[src/core/cald_pkg.sv]
// Package: operation codes, request and response carriers and constants
`default_nettype none
package cald_pkg;
	localparam logic [15:0] CALD_RST_WORD  = 16'h0000;
	localparam logic [31:0] CALD_RST_LONG  = 32'h0000_0000;
	localparam logic [4:0]  CALD_DIV_LAST  = 5'h1f;
	localparam logic [3:0]  CALD_SHIFT_MAX = 4'hf;
	localparam logic [15:0] CALD_STEP_ONE  = 16'h0001;
	localparam logic [15:0] CALD_STEP_TWO  = 16'h0002;

	typedef enum logic [5:0] {
		op_add, op_addc, op_sub, op_subc,
		op_mul, op_mulu, op_div, op_divu, op_divl, op_divlu,
		op_cpl, op_neg, op_and, op_or, op_xor,
		op_bclr, op_bset, op_bmov, op_bmovn,
		op_band, op_bor, op_bxor, op_bit_compare_op,
		op_bfldh, op_bfldl,
		op_cmp, op_cmpd1, op_cmpd2, op_cmpi1, op_cmpi2,
		op_prior, op_shl, op_shr, op_rol, op_ror, op_arith_right_shift_op,
		op_mov, op_movbs, op_movbz
	} cald_op_e;

	typedef struct packed {
		logic overflow;
		logic carry;
		logic negative;
		logic zero;
	} cald_flags_s;

	typedef struct packed {
		cald_op_e    op;
		logic        byte_op;
		logic        cin;
		logic [3:0]  dst_bit;
		logic [3:0]  src_bit;
		logic [7:0]  mask;
		logic [7:0]  imm;
		logic [15:0] opa;
		logic [15:0] opb;
		logic [31:0] md_pair;
	} cald_req_s;

	typedef struct packed {
		logic [15:0] result;
		logic [15:0] result_hi;
		cald_flags_s flags;
		logic        write_back;
		logic        hi_valid;
	} cald_rsp_s;
endpackage : cald_pkg
`default_nettype wire

[src/core/cald_core.sv]
// Arithmetic, logic and bit-manipulation datapath of the 16-bit core
// Notes on behaviour
// - Add word or byte operands; the carry variant adds the incoming carry.
// - Subtract word or byte operands; the borrow variant also subtracts carry.
// - Multiply two 16-bit registers, signed or unsigned, into 32 bits.
// - Divide the 16-bit low multiply/divide register by a register.
// - Divide the 32-bit register pair by a 16-bit register, signed/unsigned.
// - Ones complement inverts every bit of a word or byte register.
// - Twos complement replaces a word or byte register by its negation.
// - Bitwise AND, OR and XOR on word or byte operands.
// - Copy a source bit, true or inverted, into a destination bit.
// - Combine two bits with AND, OR or XOR into the destination bit.
// - Compare two bits, report flags, alter neither bit.
// - Modify high or low byte of a word under mask from immediate.
// - Compare word or byte operands; flags only, no write.
// - Compare word data to a register, then decrement it by 1 or 2.
// - Compare word data to a register, then increment it by 1 or 2.
// - Count shifts that normalize a word; store the count in a register.
// - Logical shift of a word register left or right.
// - Rotate a word register left or right.
// - Arithmetic right shift replicates the sign bit.
// - Move a byte into a word with sign or zero extension.
`default_nettype none
module cald_core
	import cald_pkg::*;
(
	input  wire logic      mclk,
	input  wire logic      reset,
	input  wire logic      req_valid,
	input  wire cald_req_s req_i,
	output logic           req_ready,
	output logic           rsp_valid,
	output cald_rsp_s      rsp_o
);
	typedef enum {st_idle, st_divide, st_finish} cald_state_e;

	cald_state_e state_reg;
	cald_state_e state_next;
	cald_rsp_s   rsp_reg;
	cald_rsp_s   simple_rsp;
	cald_rsp_s   div_rsp;
	logic        done_reg;
	logic        ready_reg;
	logic        fire;
	logic        is_div;
	logic        div_signed;
	logic [31:0] quo_reg;
	logic [16:0] rem_reg;
	logic [15:0] dvs_reg;
	logic [4:0]  count_reg;
	logic        neg_q_reg;
	logic        neg_r_reg;
	logic        sgn_reg;
	logic        dvs_zero_reg;
	logic [31:0] dividend;
	logic [16:0] div_trial;

	assign fire = req_valid && ready_reg;
	assign is_div = req_i.op inside {op_div, op_divu, op_divl, op_divlu};
	assign div_signed = req_i.op inside {op_div, op_divl};
	assign req_ready = ready_reg;
	assign rsp_valid = done_reg;
	assign rsp_o = rsp_reg;

	// Returns {overflow, carry-out, result}; byte forms keep the upper byte
	function automatic logic [17:0] add_core(input logic [15:0] x,
			input logic [15:0] y, input logic ci, input logic bm);
		logic [16:0] sw;
		logic [8:0]  sb;
		sw = {1'b0, x} + {1'b0, y} + {16'h0000, ci};
		sb = {1'b0, x[7:0]} + {1'b0, y[7:0]} + {8'h00, ci};
		if (bm) begin
			add_core = {(x[7] == y[7]) && (sb[7] != x[7]), sb[8],
				x[15:8], sb[7:0]};
		end else begin
			add_core = {(x[15] == y[15]) && (sw[15] != x[15]), sw};
		end
	endfunction : add_core

	function automatic logic [15:0] norm_count(input logic [15:0] x);
		logic [15:0] n;
		logic        hit;
		n = CALD_RST_WORD;
		hit = 1'b0;
		for (int i = 15; i >= 0; i--) begin
			if (x[i]) begin
				hit = 1'b1;
			end
			if (!hit) begin
				n = n + CALD_STEP_ONE;
			end
		end
		// An all-zero word cannot be normalized; report no shifts
		if (!hit) begin
			n = CALD_RST_WORD;
		end
		norm_count = n;
	endfunction : norm_count

	logic [17:0] ar;
	logic [16:0] sh;
	logic [31:0] rr;
	logic [31:0] prod;
	logic [15:0] res;
	logic [15:0] step;
	logic [7:0]  fld;
	logic        dbit;
	logic        sbit;
	logic        nbit;
	logic        bm;

	always_comb begin
		simple_rsp = '0;
		bm = req_i.byte_op;
		ar = 18'h00000;
		sh = 17'h00000;
		rr = 32'h0000_0000;
		prod = 32'h0000_0000;
		res = req_i.opa;
		step = CALD_RST_WORD;
		fld = 8'h00;
		dbit = req_i.opa[req_i.dst_bit];
		sbit = req_i.opb[req_i.src_bit];
		nbit = dbit;
		simple_rsp.write_back = 1'b1;
		case (req_i.op)
		op_add, op_addc: begin
			ar = add_core(req_i.opa, req_i.opb,
				req_i.op == op_addc && req_i.cin, bm);
			res = ar[15:0];
			simple_rsp.flags.carry = ar[16];
			simple_rsp.flags.overflow = ar[17];
		end
		// Carry after a subtract is the borrow, hence the inversions
		op_sub, op_subc, op_cmp, op_cmpd1, op_cmpd2, op_cmpi1,
		op_cmpi2: begin
			ar = add_core(req_i.opa, ~req_i.opb,
				!(req_i.op == op_subc && req_i.cin), bm);
			res = ar[15:0];
			simple_rsp.flags.carry = !ar[16];
			simple_rsp.flags.overflow = ar[17];
			if (req_i.op inside {op_cmp, op_cmpd1, op_cmpd2, op_cmpi1,
					op_cmpi2}) begin
				simple_rsp.write_back = 1'b0;
			end
			if (req_i.op inside {op_cmpd1, op_cmpd2, op_cmpi1,
					op_cmpi2}) begin
				bm = 1'b0;
				step = req_i.op inside {op_cmpd1, op_cmpi1} ?
					CALD_STEP_ONE : CALD_STEP_TWO;
				simple_rsp.write_back = 1'b1;
				simple_rsp.result_hi = (req_i.op inside
					{op_cmpd1, op_cmpd2}) ? req_i.opa - step
					: req_i.opa + step;
				simple_rsp.hi_valid = 1'b1;
			end
		end
		op_mul: begin
			prod = $signed(req_i.opa) * $signed(req_i.opb);
			res = prod[15:0];
			simple_rsp.flags.overflow = prod[31:15] != {17{prod[15]}};
		end
		op_mulu: begin
			prod = req_i.opa * req_i.opb;
			res = prod[15:0];
			simple_rsp.flags.overflow = prod[31:16] != 16'h0000;
		end
		op_cpl: begin
			res = bm ? {req_i.opa[15:8], ~req_i.opa[7:0]}
				: ~req_i.opa;
		end
		op_neg: begin
			ar = add_core(bm ? {req_i.opa[15:8], 8'h00} : CALD_RST_WORD,
				~req_i.opa, 1'b1, bm);
			res = ar[15:0];
			simple_rsp.flags.carry = !ar[16];
			simple_rsp.flags.overflow = ar[17];
		end
		op_and: res = req_i.opa & (bm ? {8'hff, req_i.opb[7:0]}
			: req_i.opb);
		op_or: res = req_i.opa | (bm ? {8'h00, req_i.opb[7:0]}
			: req_i.opb);
		op_xor: res = req_i.opa ^ (bm ? {8'h00, req_i.opb[7:0]}
			: req_i.opb);
		op_bclr, op_bset, op_bmov, op_bmovn, op_band, op_bor, op_bxor,
		op_bit_compare_op: begin
			bm = 1'b0;
			case (req_i.op)
			op_bclr: nbit = 1'b0;
			op_bset: nbit = 1'b1;
			op_bmov: nbit = sbit;
			op_bmovn: nbit = !sbit;
			op_band: nbit = dbit & sbit;
			op_bor: nbit = dbit | sbit;
			op_bxor: nbit = dbit ^ sbit;
			default: nbit = dbit;
			endcase
			res[req_i.dst_bit] = nbit;
			simple_rsp.write_back = req_i.op != op_bit_compare_op;
			simple_rsp.result = res;
			// Bit flags describe the operands, not a word result
			simple_rsp.flags.zero = !dbit;
			simple_rsp.flags.negative = dbit ^ sbit;
			simple_rsp.flags.carry = dbit & sbit;
			simple_rsp.flags.overflow = dbit | sbit;
		end
		op_bfldh: begin
			fld = (req_i.opa[15:8] & ~req_i.mask) | (req_i.imm & req_i.mask);
			res = {fld, req_i.opa[7:0]};
			bm = 1'b0;
		end
		op_bfldl: begin
			fld = (req_i.opa[7:0] & ~req_i.mask) | (req_i.imm & req_i.mask);
			res = {req_i.opa[15:8], fld};
			bm = 1'b0;
		end
		op_prior: begin
			res = norm_count(req_i.opa);
			bm = 1'b0;
		end
		op_shl: begin
			sh = {1'b0, req_i.opa} << req_i.opb[3:0];
			res = sh[15:0];
			simple_rsp.flags.carry = sh[16];
			bm = 1'b0;
		end
		op_shr, op_arith_right_shift_op: begin
			if (req_i.op == op_arith_right_shift_op) begin
				sh = 17'($signed({req_i.opa, 1'b0})
					>>> req_i.opb[3:0]);
			end else begin
				sh = {req_i.opa, 1'b0} >> req_i.opb[3:0];
			end
			res = sh[16:1];
			simple_rsp.flags.carry = sh[0];
			bm = 1'b0;
		end
		op_rol: begin
			rr = {req_i.opa, req_i.opa} << req_i.opb[3:0];
			res = rr[31:16];
			simple_rsp.flags.carry = (req_i.opb[3:0] != 4'h0) && res[0];
			bm = 1'b0;
		end
		op_ror: begin
			rr = {req_i.opa, req_i.opa} >> req_i.opb[3:0];
			res = rr[15:0];
			simple_rsp.flags.carry = (req_i.opb[3:0] != 4'h0) && res[15];
			bm = 1'b0;
		end
		op_mov: res = bm ? {req_i.opa[15:8], req_i.opb[7:0]}
			: req_i.opb;
		op_movbs: begin
			res = {{8{req_i.opb[7]}}, req_i.opb[7:0]};
			bm = 1'b0;
		end
		op_movbz: begin
			res = {8'h00, req_i.opb[7:0]};
			bm = 1'b0;
		end
		default: simple_rsp.write_back = 1'b0;
		endcase
		if (!(req_i.op inside {op_bclr, op_bset, op_bmov, op_bmovn, op_band,
				op_bor, op_bxor, op_bit_compare_op})) begin
			simple_rsp.result = res;
			simple_rsp.flags.zero = bm ? res[7:0] == 8'h00
				: res == CALD_RST_WORD;
			simple_rsp.flags.negative = bm ? res[7] : res[15];
		end
		if (req_i.op inside {op_mul, op_mulu}) begin
			simple_rsp.result_hi = prod[31:16];
			simple_rsp.hi_valid = 1'b1;
			simple_rsp.flags.zero = prod == 32'h0000_0000;
			simple_rsp.flags.negative = prod[31];
		end
	end

	// Divide: sign-magnitude restoring loop, one quotient bit per clock
	always_comb begin
		if (req_i.op inside {op_divl, op_divlu}) begin
			dividend = req_i.md_pair;
		end else if (div_signed) begin
			dividend = {{16{req_i.opa[15]}}, req_i.opa};
		end else begin
			dividend = {16'h0000, req_i.opa};
		end
	end

	assign div_trial = {rem_reg[15:0], quo_reg[31]} - {1'b0, dvs_reg};

	always_ff @(posedge mclk) begin
		if (reset) begin
			quo_reg <= CALD_RST_LONG;
			rem_reg <= 17'h00000;
			dvs_reg <= CALD_RST_WORD;
			neg_q_reg <= 1'b0;
			neg_r_reg <= 1'b0;
			sgn_reg <= 1'b0;
			dvs_zero_reg <= 1'b0;
		end else if (fire && is_div) begin
			quo_reg <= (div_signed && dividend[31]) ? ~dividend + 32'h1
				: dividend;
			rem_reg <= 17'h00000;
			dvs_reg <= (div_signed && req_i.opb[15]) ? ~req_i.opb + 16'h1
				: req_i.opb;
			neg_q_reg <= div_signed && (dividend[31] ^ req_i.opb[15]);
			neg_r_reg <= div_signed && dividend[31];
			sgn_reg <= div_signed;
			dvs_zero_reg <= req_i.opb == CALD_RST_WORD;
		end else if (state_reg == st_divide) begin
			if (!div_trial[16]) begin
				rem_reg <= div_trial;
				quo_reg <= {quo_reg[30:0], 1'b1};
			end else begin
				rem_reg <= {rem_reg[15:0], quo_reg[31]};
				quo_reg <= {quo_reg[30:0], 1'b0};
			end
		end
	end

	logic [31:0] q_fix;
	logic [15:0] r_fix;

	always_comb begin
		div_rsp = '0;
		q_fix = neg_q_reg ? ~quo_reg + 32'h1 : quo_reg;
		r_fix = neg_r_reg ? ~rem_reg[15:0] + 16'h1 : rem_reg[15:0];
		div_rsp.result = q_fix[15:0];
		div_rsp.result_hi = r_fix;
		div_rsp.hi_valid = 1'b1;
		div_rsp.write_back = 1'b1;
		div_rsp.flags.zero = q_fix[15:0] == CALD_RST_WORD;
		div_rsp.flags.negative = q_fix[15];
		// A zero divisor or a quotient beyond 16 bits flags overflow
		div_rsp.flags.overflow = dvs_zero_reg || (sgn_reg
			? q_fix[31:15] != {17{q_fix[15]}} : q_fix[31:16] != 16'h0000);
	end

	always_comb begin
		case (state_reg)
		st_idle: state_next = (fire && is_div) ? st_divide : st_idle;
		st_divide: state_next = (count_reg == CALD_DIV_LAST) ? st_finish
			: st_divide;
		st_finish: state_next = st_idle;
		default: state_next = st_idle;
		endcase
	end

	always_ff @(posedge mclk) begin
		if (reset) begin
			state_reg <= st_idle;
			count_reg <= 5'h00;
		end else begin
			state_reg <= state_next;
			count_reg <= (state_reg == st_divide) ? count_reg + 5'h01 : 5'h00;
		end
	end

	always_ff @(posedge mclk) begin
		if (reset) begin
			rsp_reg <= '0;
			done_reg <= 1'b0;
			ready_reg <= 1'b0;
		end else begin
			ready_reg <= state_next == st_idle;
			done_reg <= (fire && !is_div) || state_reg == st_finish;
			if (state_reg == st_finish) begin
				rsp_reg <= div_rsp;
			end else if (fire && !is_div) begin
				rsp_reg <= simple_rsp;
			end
		end
	end

	add_word_a: assert property (@(posedge mclk) disable iff (reset)
		fire && req_i.op == op_add && !req_i.byte_op |=> done_reg &&
		rsp_reg.result == $past(req_i.opa) + $past(req_i.opb))
		else $error("word add result wrong");
	sub_borrow_a: assert property (@(posedge mclk) disable iff (reset)
		fire && req_i.op == op_subc && !req_i.byte_op |=> rsp_reg.result
		== $past(req_i.opa) - $past(req_i.opb) - {15'h0000, $past(req_i.cin)})
		else $error("subtract with borrow result wrong");
	mul_unsigned_a: assert property (@(posedge mclk) disable iff (reset)
		fire && req_i.op == op_mulu |=> {rsp_reg.result_hi, rsp_reg.result}
		== $past(req_i.opa) * $past(req_i.opb))
		else $error("unsigned product wrong");
	div_quotient_a: assert property (@(posedge mclk) disable iff (reset)
		fire && req_i.op == op_divu && req_i.opb != 16'h0000 |=>
		!done_reg[*8] ##26 done_reg && rsp_reg.result ==
		$past(req_i.opa, 34) / $past(req_i.opb, 34))
		else $error("unsigned divide wrong or late");
	neg_word_a: assert property (@(posedge mclk) disable iff (reset)
		fire && req_i.op == op_neg && !req_i.byte_op |=>
		rsp_reg.result + $past(req_i.opa) == 16'h0000)
		else $error("negation wrong");
	bit_compare_a: assert property (@(posedge mclk) disable iff (reset)
		fire && req_i.op inside {op_bit_compare_op, op_cmp} |=> !rsp_reg.write_back)
		else $error("compare wrote its operand");
	arith_right_shift_op_sign_a: assert property (@(posedge mclk) disable iff (reset)
		fire && req_i.op == op_arith_right_shift_op |=> rsp_reg.result[15] ==
		$past(req_i.opa[15]))
		else $error("sign bit not kept");
	byte_zero_a: assert property (@(posedge mclk) disable iff (reset)
		fire && req_i.op == op_movbz |=> rsp_reg.result[15:8] == 8'h00 &&
		rsp_reg.flags.zero == (rsp_reg.result == 16'h0000))
		else $error("zero extension or flag wrong");
	busy_ready_a: assert property (@(posedge mclk) disable iff (reset)
		fire && is_div |=> !req_ready[*8])
		else $error("ready during divide");

	cover_add_c: cover property (@(posedge mclk) disable iff (reset)
		fire && req_i.op == op_addc ##1 done_reg);
	cover_divl_c: cover property (@(posedge mclk) disable iff (reset)
		fire && req_i.op == op_divl ##34 done_reg);
	cover_bfld_c: cover property (@(posedge mclk) disable iff (reset)
		fire && req_i.op == op_bfldh ##1 fire);
endmodule : cald_core
`default_nettype wire

[config.mk]
export PLATFORM = sky130hd
export DESIGN_NAME = cald_core
export DESIGN_NICKNAME = d
export VERILOG_FILES = /design/src/core/cald_pkg.sv /design/src/core/cald_core.sv
export SDC_FILE = /design/constraint.sdc
export NUM_CORES = 2
export LEC_CHECK = 0
export BUFFER_PORTS_ARGS = -buffer_cell sky130_fd_sc_hd__buf_2
export CORE_ASPECT_RATIO = 1.1
export CORE_MARGIN = 4
export CORE_UTILIZATION = 55
export CTS_CLUSTER_DIAMETER = 80
export DETAILED_ROUTE_END_ITERATION = 12
export HOLD_SLACK_MARGIN = 0.03
export PLACE_DENSITY_LB_ADDON = 0.12
export SYNTH_ARGS = -nofsm -noshare
export SYNTH_HDL_FRONTEND = slang
export SYNTH_SLANG_ARGS = --single-unit
[constraint.sdc]
create_clock -name mclk -period 27.2 [get_ports mclk]
set_input_delay 1.36 -clock mclk [delete_from_list [all_inputs] [get_ports mclk]]
set_output_delay 1.36 -clock mclk [all_outputs]
set_load 0.02 [all_outputs]
==> flow_summary_export.csv <==
group,metric,value,unit
sta,fin_crit,11.60,ns
sta,max_slew_margin,-3.92,%
grt,grt_usage,44.2,%
clock_network,worstSkewPairLatency,0.43,ns
layout,utilization,59.2,%
layout,nets,4968,
drt,dr_wl_met3,18.6,mm
synthesis,synth_edf_count,0,
die,rows,93,
die,core,58900,µm²
drt,first_pass_iters,9,
worst_setup_path,r2r_start,"state_reg[0]$_SDFF_PP0_",
power,vdd_ir_drop_max,0.288,mV
clock_network,ctsHtreeMaxLevel,4,
drt,met2WireLength,61.5,mm
sta,hold_violations,0,
drt,via_per_inst,6.86,
worst_setup_path,critPathMaxStageDelay,0.96,ns
worst_setup_path,crit_fanout,33,
status,outcome,"complete, but fails checks",
grt,grt-ovfl-total,0,
die,start_util,55.9,%
sta,tightest_slew,1.54,ns
worst_setup_path,rr_worst_depth,12,
clock_network,hold_buffers,0,
synthesis,netlist_area,32900,µm²
layout,drive_above_1_share,8.70,%
sta,timing.final.setup_violations,0,
clock_network,cts-root-buf,"clkbuf_16",
sta,clock.fmax,0.0862,GHz
worst_setup_path,end_kind,"flip-flop",
synthesis,netlist_instances,4257,
synthesis,yosys_warnings,0,
worst_setup_path,slowest_stage,"a221oi_1",
clock_network,cts_tree,"yes",
grt,first_global_vias,33000,
worst_setup_path,critPathBufInv,5,
drt,post_drt_wl_per_cell,28.8,µm
sta,timing.setup.tns,0,ns
worst_setup_path,crit_top_cell,"ha_1",
die,boundaryPins,139,
worst_setup_path,worst-r2r-setup-slack,22.53,ns
worst_setup_path,critPathArrivalTime,11.92,ns
clock_network,cts_made_buffers,17,
power,p_leak,15.5,nW
synthesis,synth.distinct_cells,104,
worst_setup_path,rr_endpoint,"rsp_o[2]$_SDFFE_PP0P_",
run,maxCapViolCount,1,
die,die_width,241,µm
drt,top_layer,"met5",
worst_setup_path,cp_top_family,"adder cells",
synthesis,synth_nets,4998,
sta,fin_crit_sh,42.7,%
clock_network,cts.sinks,115,
drt,dr_total_vias,34400,
clock_network,cts_buffer_depth,2,
worst_hold_path,worstHoldPathCells,2,
grt,grt_first_pass_wirelength,212,mm
place,dp_hpwl,111,mm
status,violations,"max-capacitance violations, max-slew violations",
synthesis,avgSynthCellArea,7.74,µm²
sta,finClkSkew,0.00783,ns
grt,grt_max_degree,69,
synthesis,ys_ff_latch,115,
drt,first_iter_violations,4206,
place,gp_congestion,1.18,
die,die_area,63900,µm²
worst_setup_path,critPathRequiredTime,27.52,ns
die,fp.dieH,265,µm
place,io_buffers,138,
worst_setup_path,start_kind,"input pin",
clock_network,path_clk_slew,0.06,ns
layout,largest_register_ffs,38,
drt,drc,0,
grt,antenna_found_initial,11,
synthesis,postSynth.asyncResetShare,0,%
clock_network,post-cts-setup-buffers,0,
power,power.density,133,nW/µm²
drt,wl_met1,51.3,mm
sta,rsz0062_at_grt,"no",
clock_network,cts_resized,0,
worst_hold_path,hold_end,"dvs_reg[0]$_SDFFE_PP0P_",
layout,areaGrowthSynthToFinish,5.88,%
synthesis,yosysSeqAreaShare,6.99,%
sta,drv_slew,3,
drt,final_antenna_net_count,0,
worst_hold_path,hold_path_class,"reg2reg",
worst_hold_path,min-delay-start,"dvs_reg[0]$_SDFFE_PP0P_",
worst_setup_path,criticalPathCategory,"in2reg",
synthesis,synth_ff_type,"dfxtp_1",
drt,drt-total-wl,144,mm
[area by class of cell]
type                       instances  area (µm²)
multi-input combinational       3418       27900
fill                            5573       24000
sequential                       115        2300
inverter                         457        1720
timing repair buffer             218        1290
tap                              760         951
clock buffer                      19         453
clock inverter                    13         206
antenna                            6        15.0
[cells by family after synthesis]
logic type	synth area share (%)
buffers and inverters	8.39
adder cells (fa/ha/maj)	32.9
AND/OR/NAND/NOR	20.7
flip-flops	6.99
AO/OA/AOI/OAI	20.8
multiplexers	5.28
XOR/XNOR	4.99
[synthesized netlist by cell type, types with 70 or more instances]
master	count	share of area [%]
nand2_1	458	5.2
nor2_1	451	5.1
inv_1	440	5.0
fa_1	372	23
ha_1	270	10
a21oi_1	249	3.8
clkbuf_1	206	2.3
o21ai_0	190	2.9
dfxtp_1	115	7.0
xnor2_1	105	2.8
nor3_1	101	1.5
nand3_1	85	1.3
a211oi_1	80	1.8
xor2_1	70	1.9
[through the flow]
| step | cells | setup slack [ns] | power (W) | hold WS [ns] | area [µm²] |
|---|---|---|---|---|---|
| after detailed placement | 4968 | 15.50 | 0.00426 | 0.454 | 34200 |
| after global routing | 5000 | 15.02 | 0.00505 | 0.480 | 34900 |
| after global placement | 4968 | 15.69 | 0.00422 | 0.450 | 34200 |
| final | 5006 | 15.60 | 0.00463 | 0.461 | 34900 |
| after CTS | 5000 | 15.95 | 0.00455 | 0.461 | 34900 |
| after floorplan | 4257 | 16.65 | 0.00313 | 0.432 | 32900 |
[per-layer routing]
metal / GRT usage [%] / vias to the layer above
li1: - / 14800
met1: 53.5 / 16500
met2: 65.7 / 2297
met3: 15.6 / 698
met4: 30.9 / 8
met5: 0 / -
[where the power goes]
part           internal, W  switching, W  total, W
combinational      0.00161       0.00259   0.00420
clock             0.000167     0.0000838  0.000251
sequential        0.000173    0.00000472  0.000178
[cells in the final DEF (no fill, tap or decap), types with 33 or more instances in the layout]
cell type / instances
nand2b_1: 45
mux4_2: 33
nor2_1: 449
fa_1: 372
buf_2: 137
dfxtp_1: 115
or3_1: 52
nor2b_1: 43
a21oi_1: 248
nand3_1: 84
mux2i_1: 62
nor4_1: 42
ha_1: 270
a311oi_1: 45
o21ai_0: 190
buf_4: 81
o31ai_1: 44
inv_1: 440
and3_1: 33
o22ai_1: 36
xnor2_1: 105
nor3_1: 100
nand2_1: 458
xor2_1: 70
a211oi_1: 80
[worst reg2reg max path, delay by kind of cell, from the launching register on]
| family | cells | cell delay, ns |
|---|---|---|
| compound gates | 3 | 1.23 |
| flops | 1 | 0.43 |
| buf+inv | 1 | 0.35 |
| simple gates | 8 | 2.61 |
[how the worst max path moves through the flow]
stage               slack [ns]                    end      start  cells after the start
floorplan                16.65  rsp_o[2]$_SDFFE_PP0P_  req_i[63]                     51
global placement         15.69  rsp_o[2]$_SDFFE_PP0P_  req_i[62]                     50
detailed placement       15.50  rsp_o[2]$_SDFFE_PP0P_  req_i[62]                     50
CTS                      15.95  rsp_o[2]$_SDFFE_PP0P_  req_i[62]                     50
global route             15.02  rsp_o[2]$_SDFFE_PP0P_  req_i[62]                     50
finish                   15.60  rsp_o[2]$_SDFFE_PP0P_  req_i[62]                     50
No activity file was read; power rests on OpenSTA's default activity.
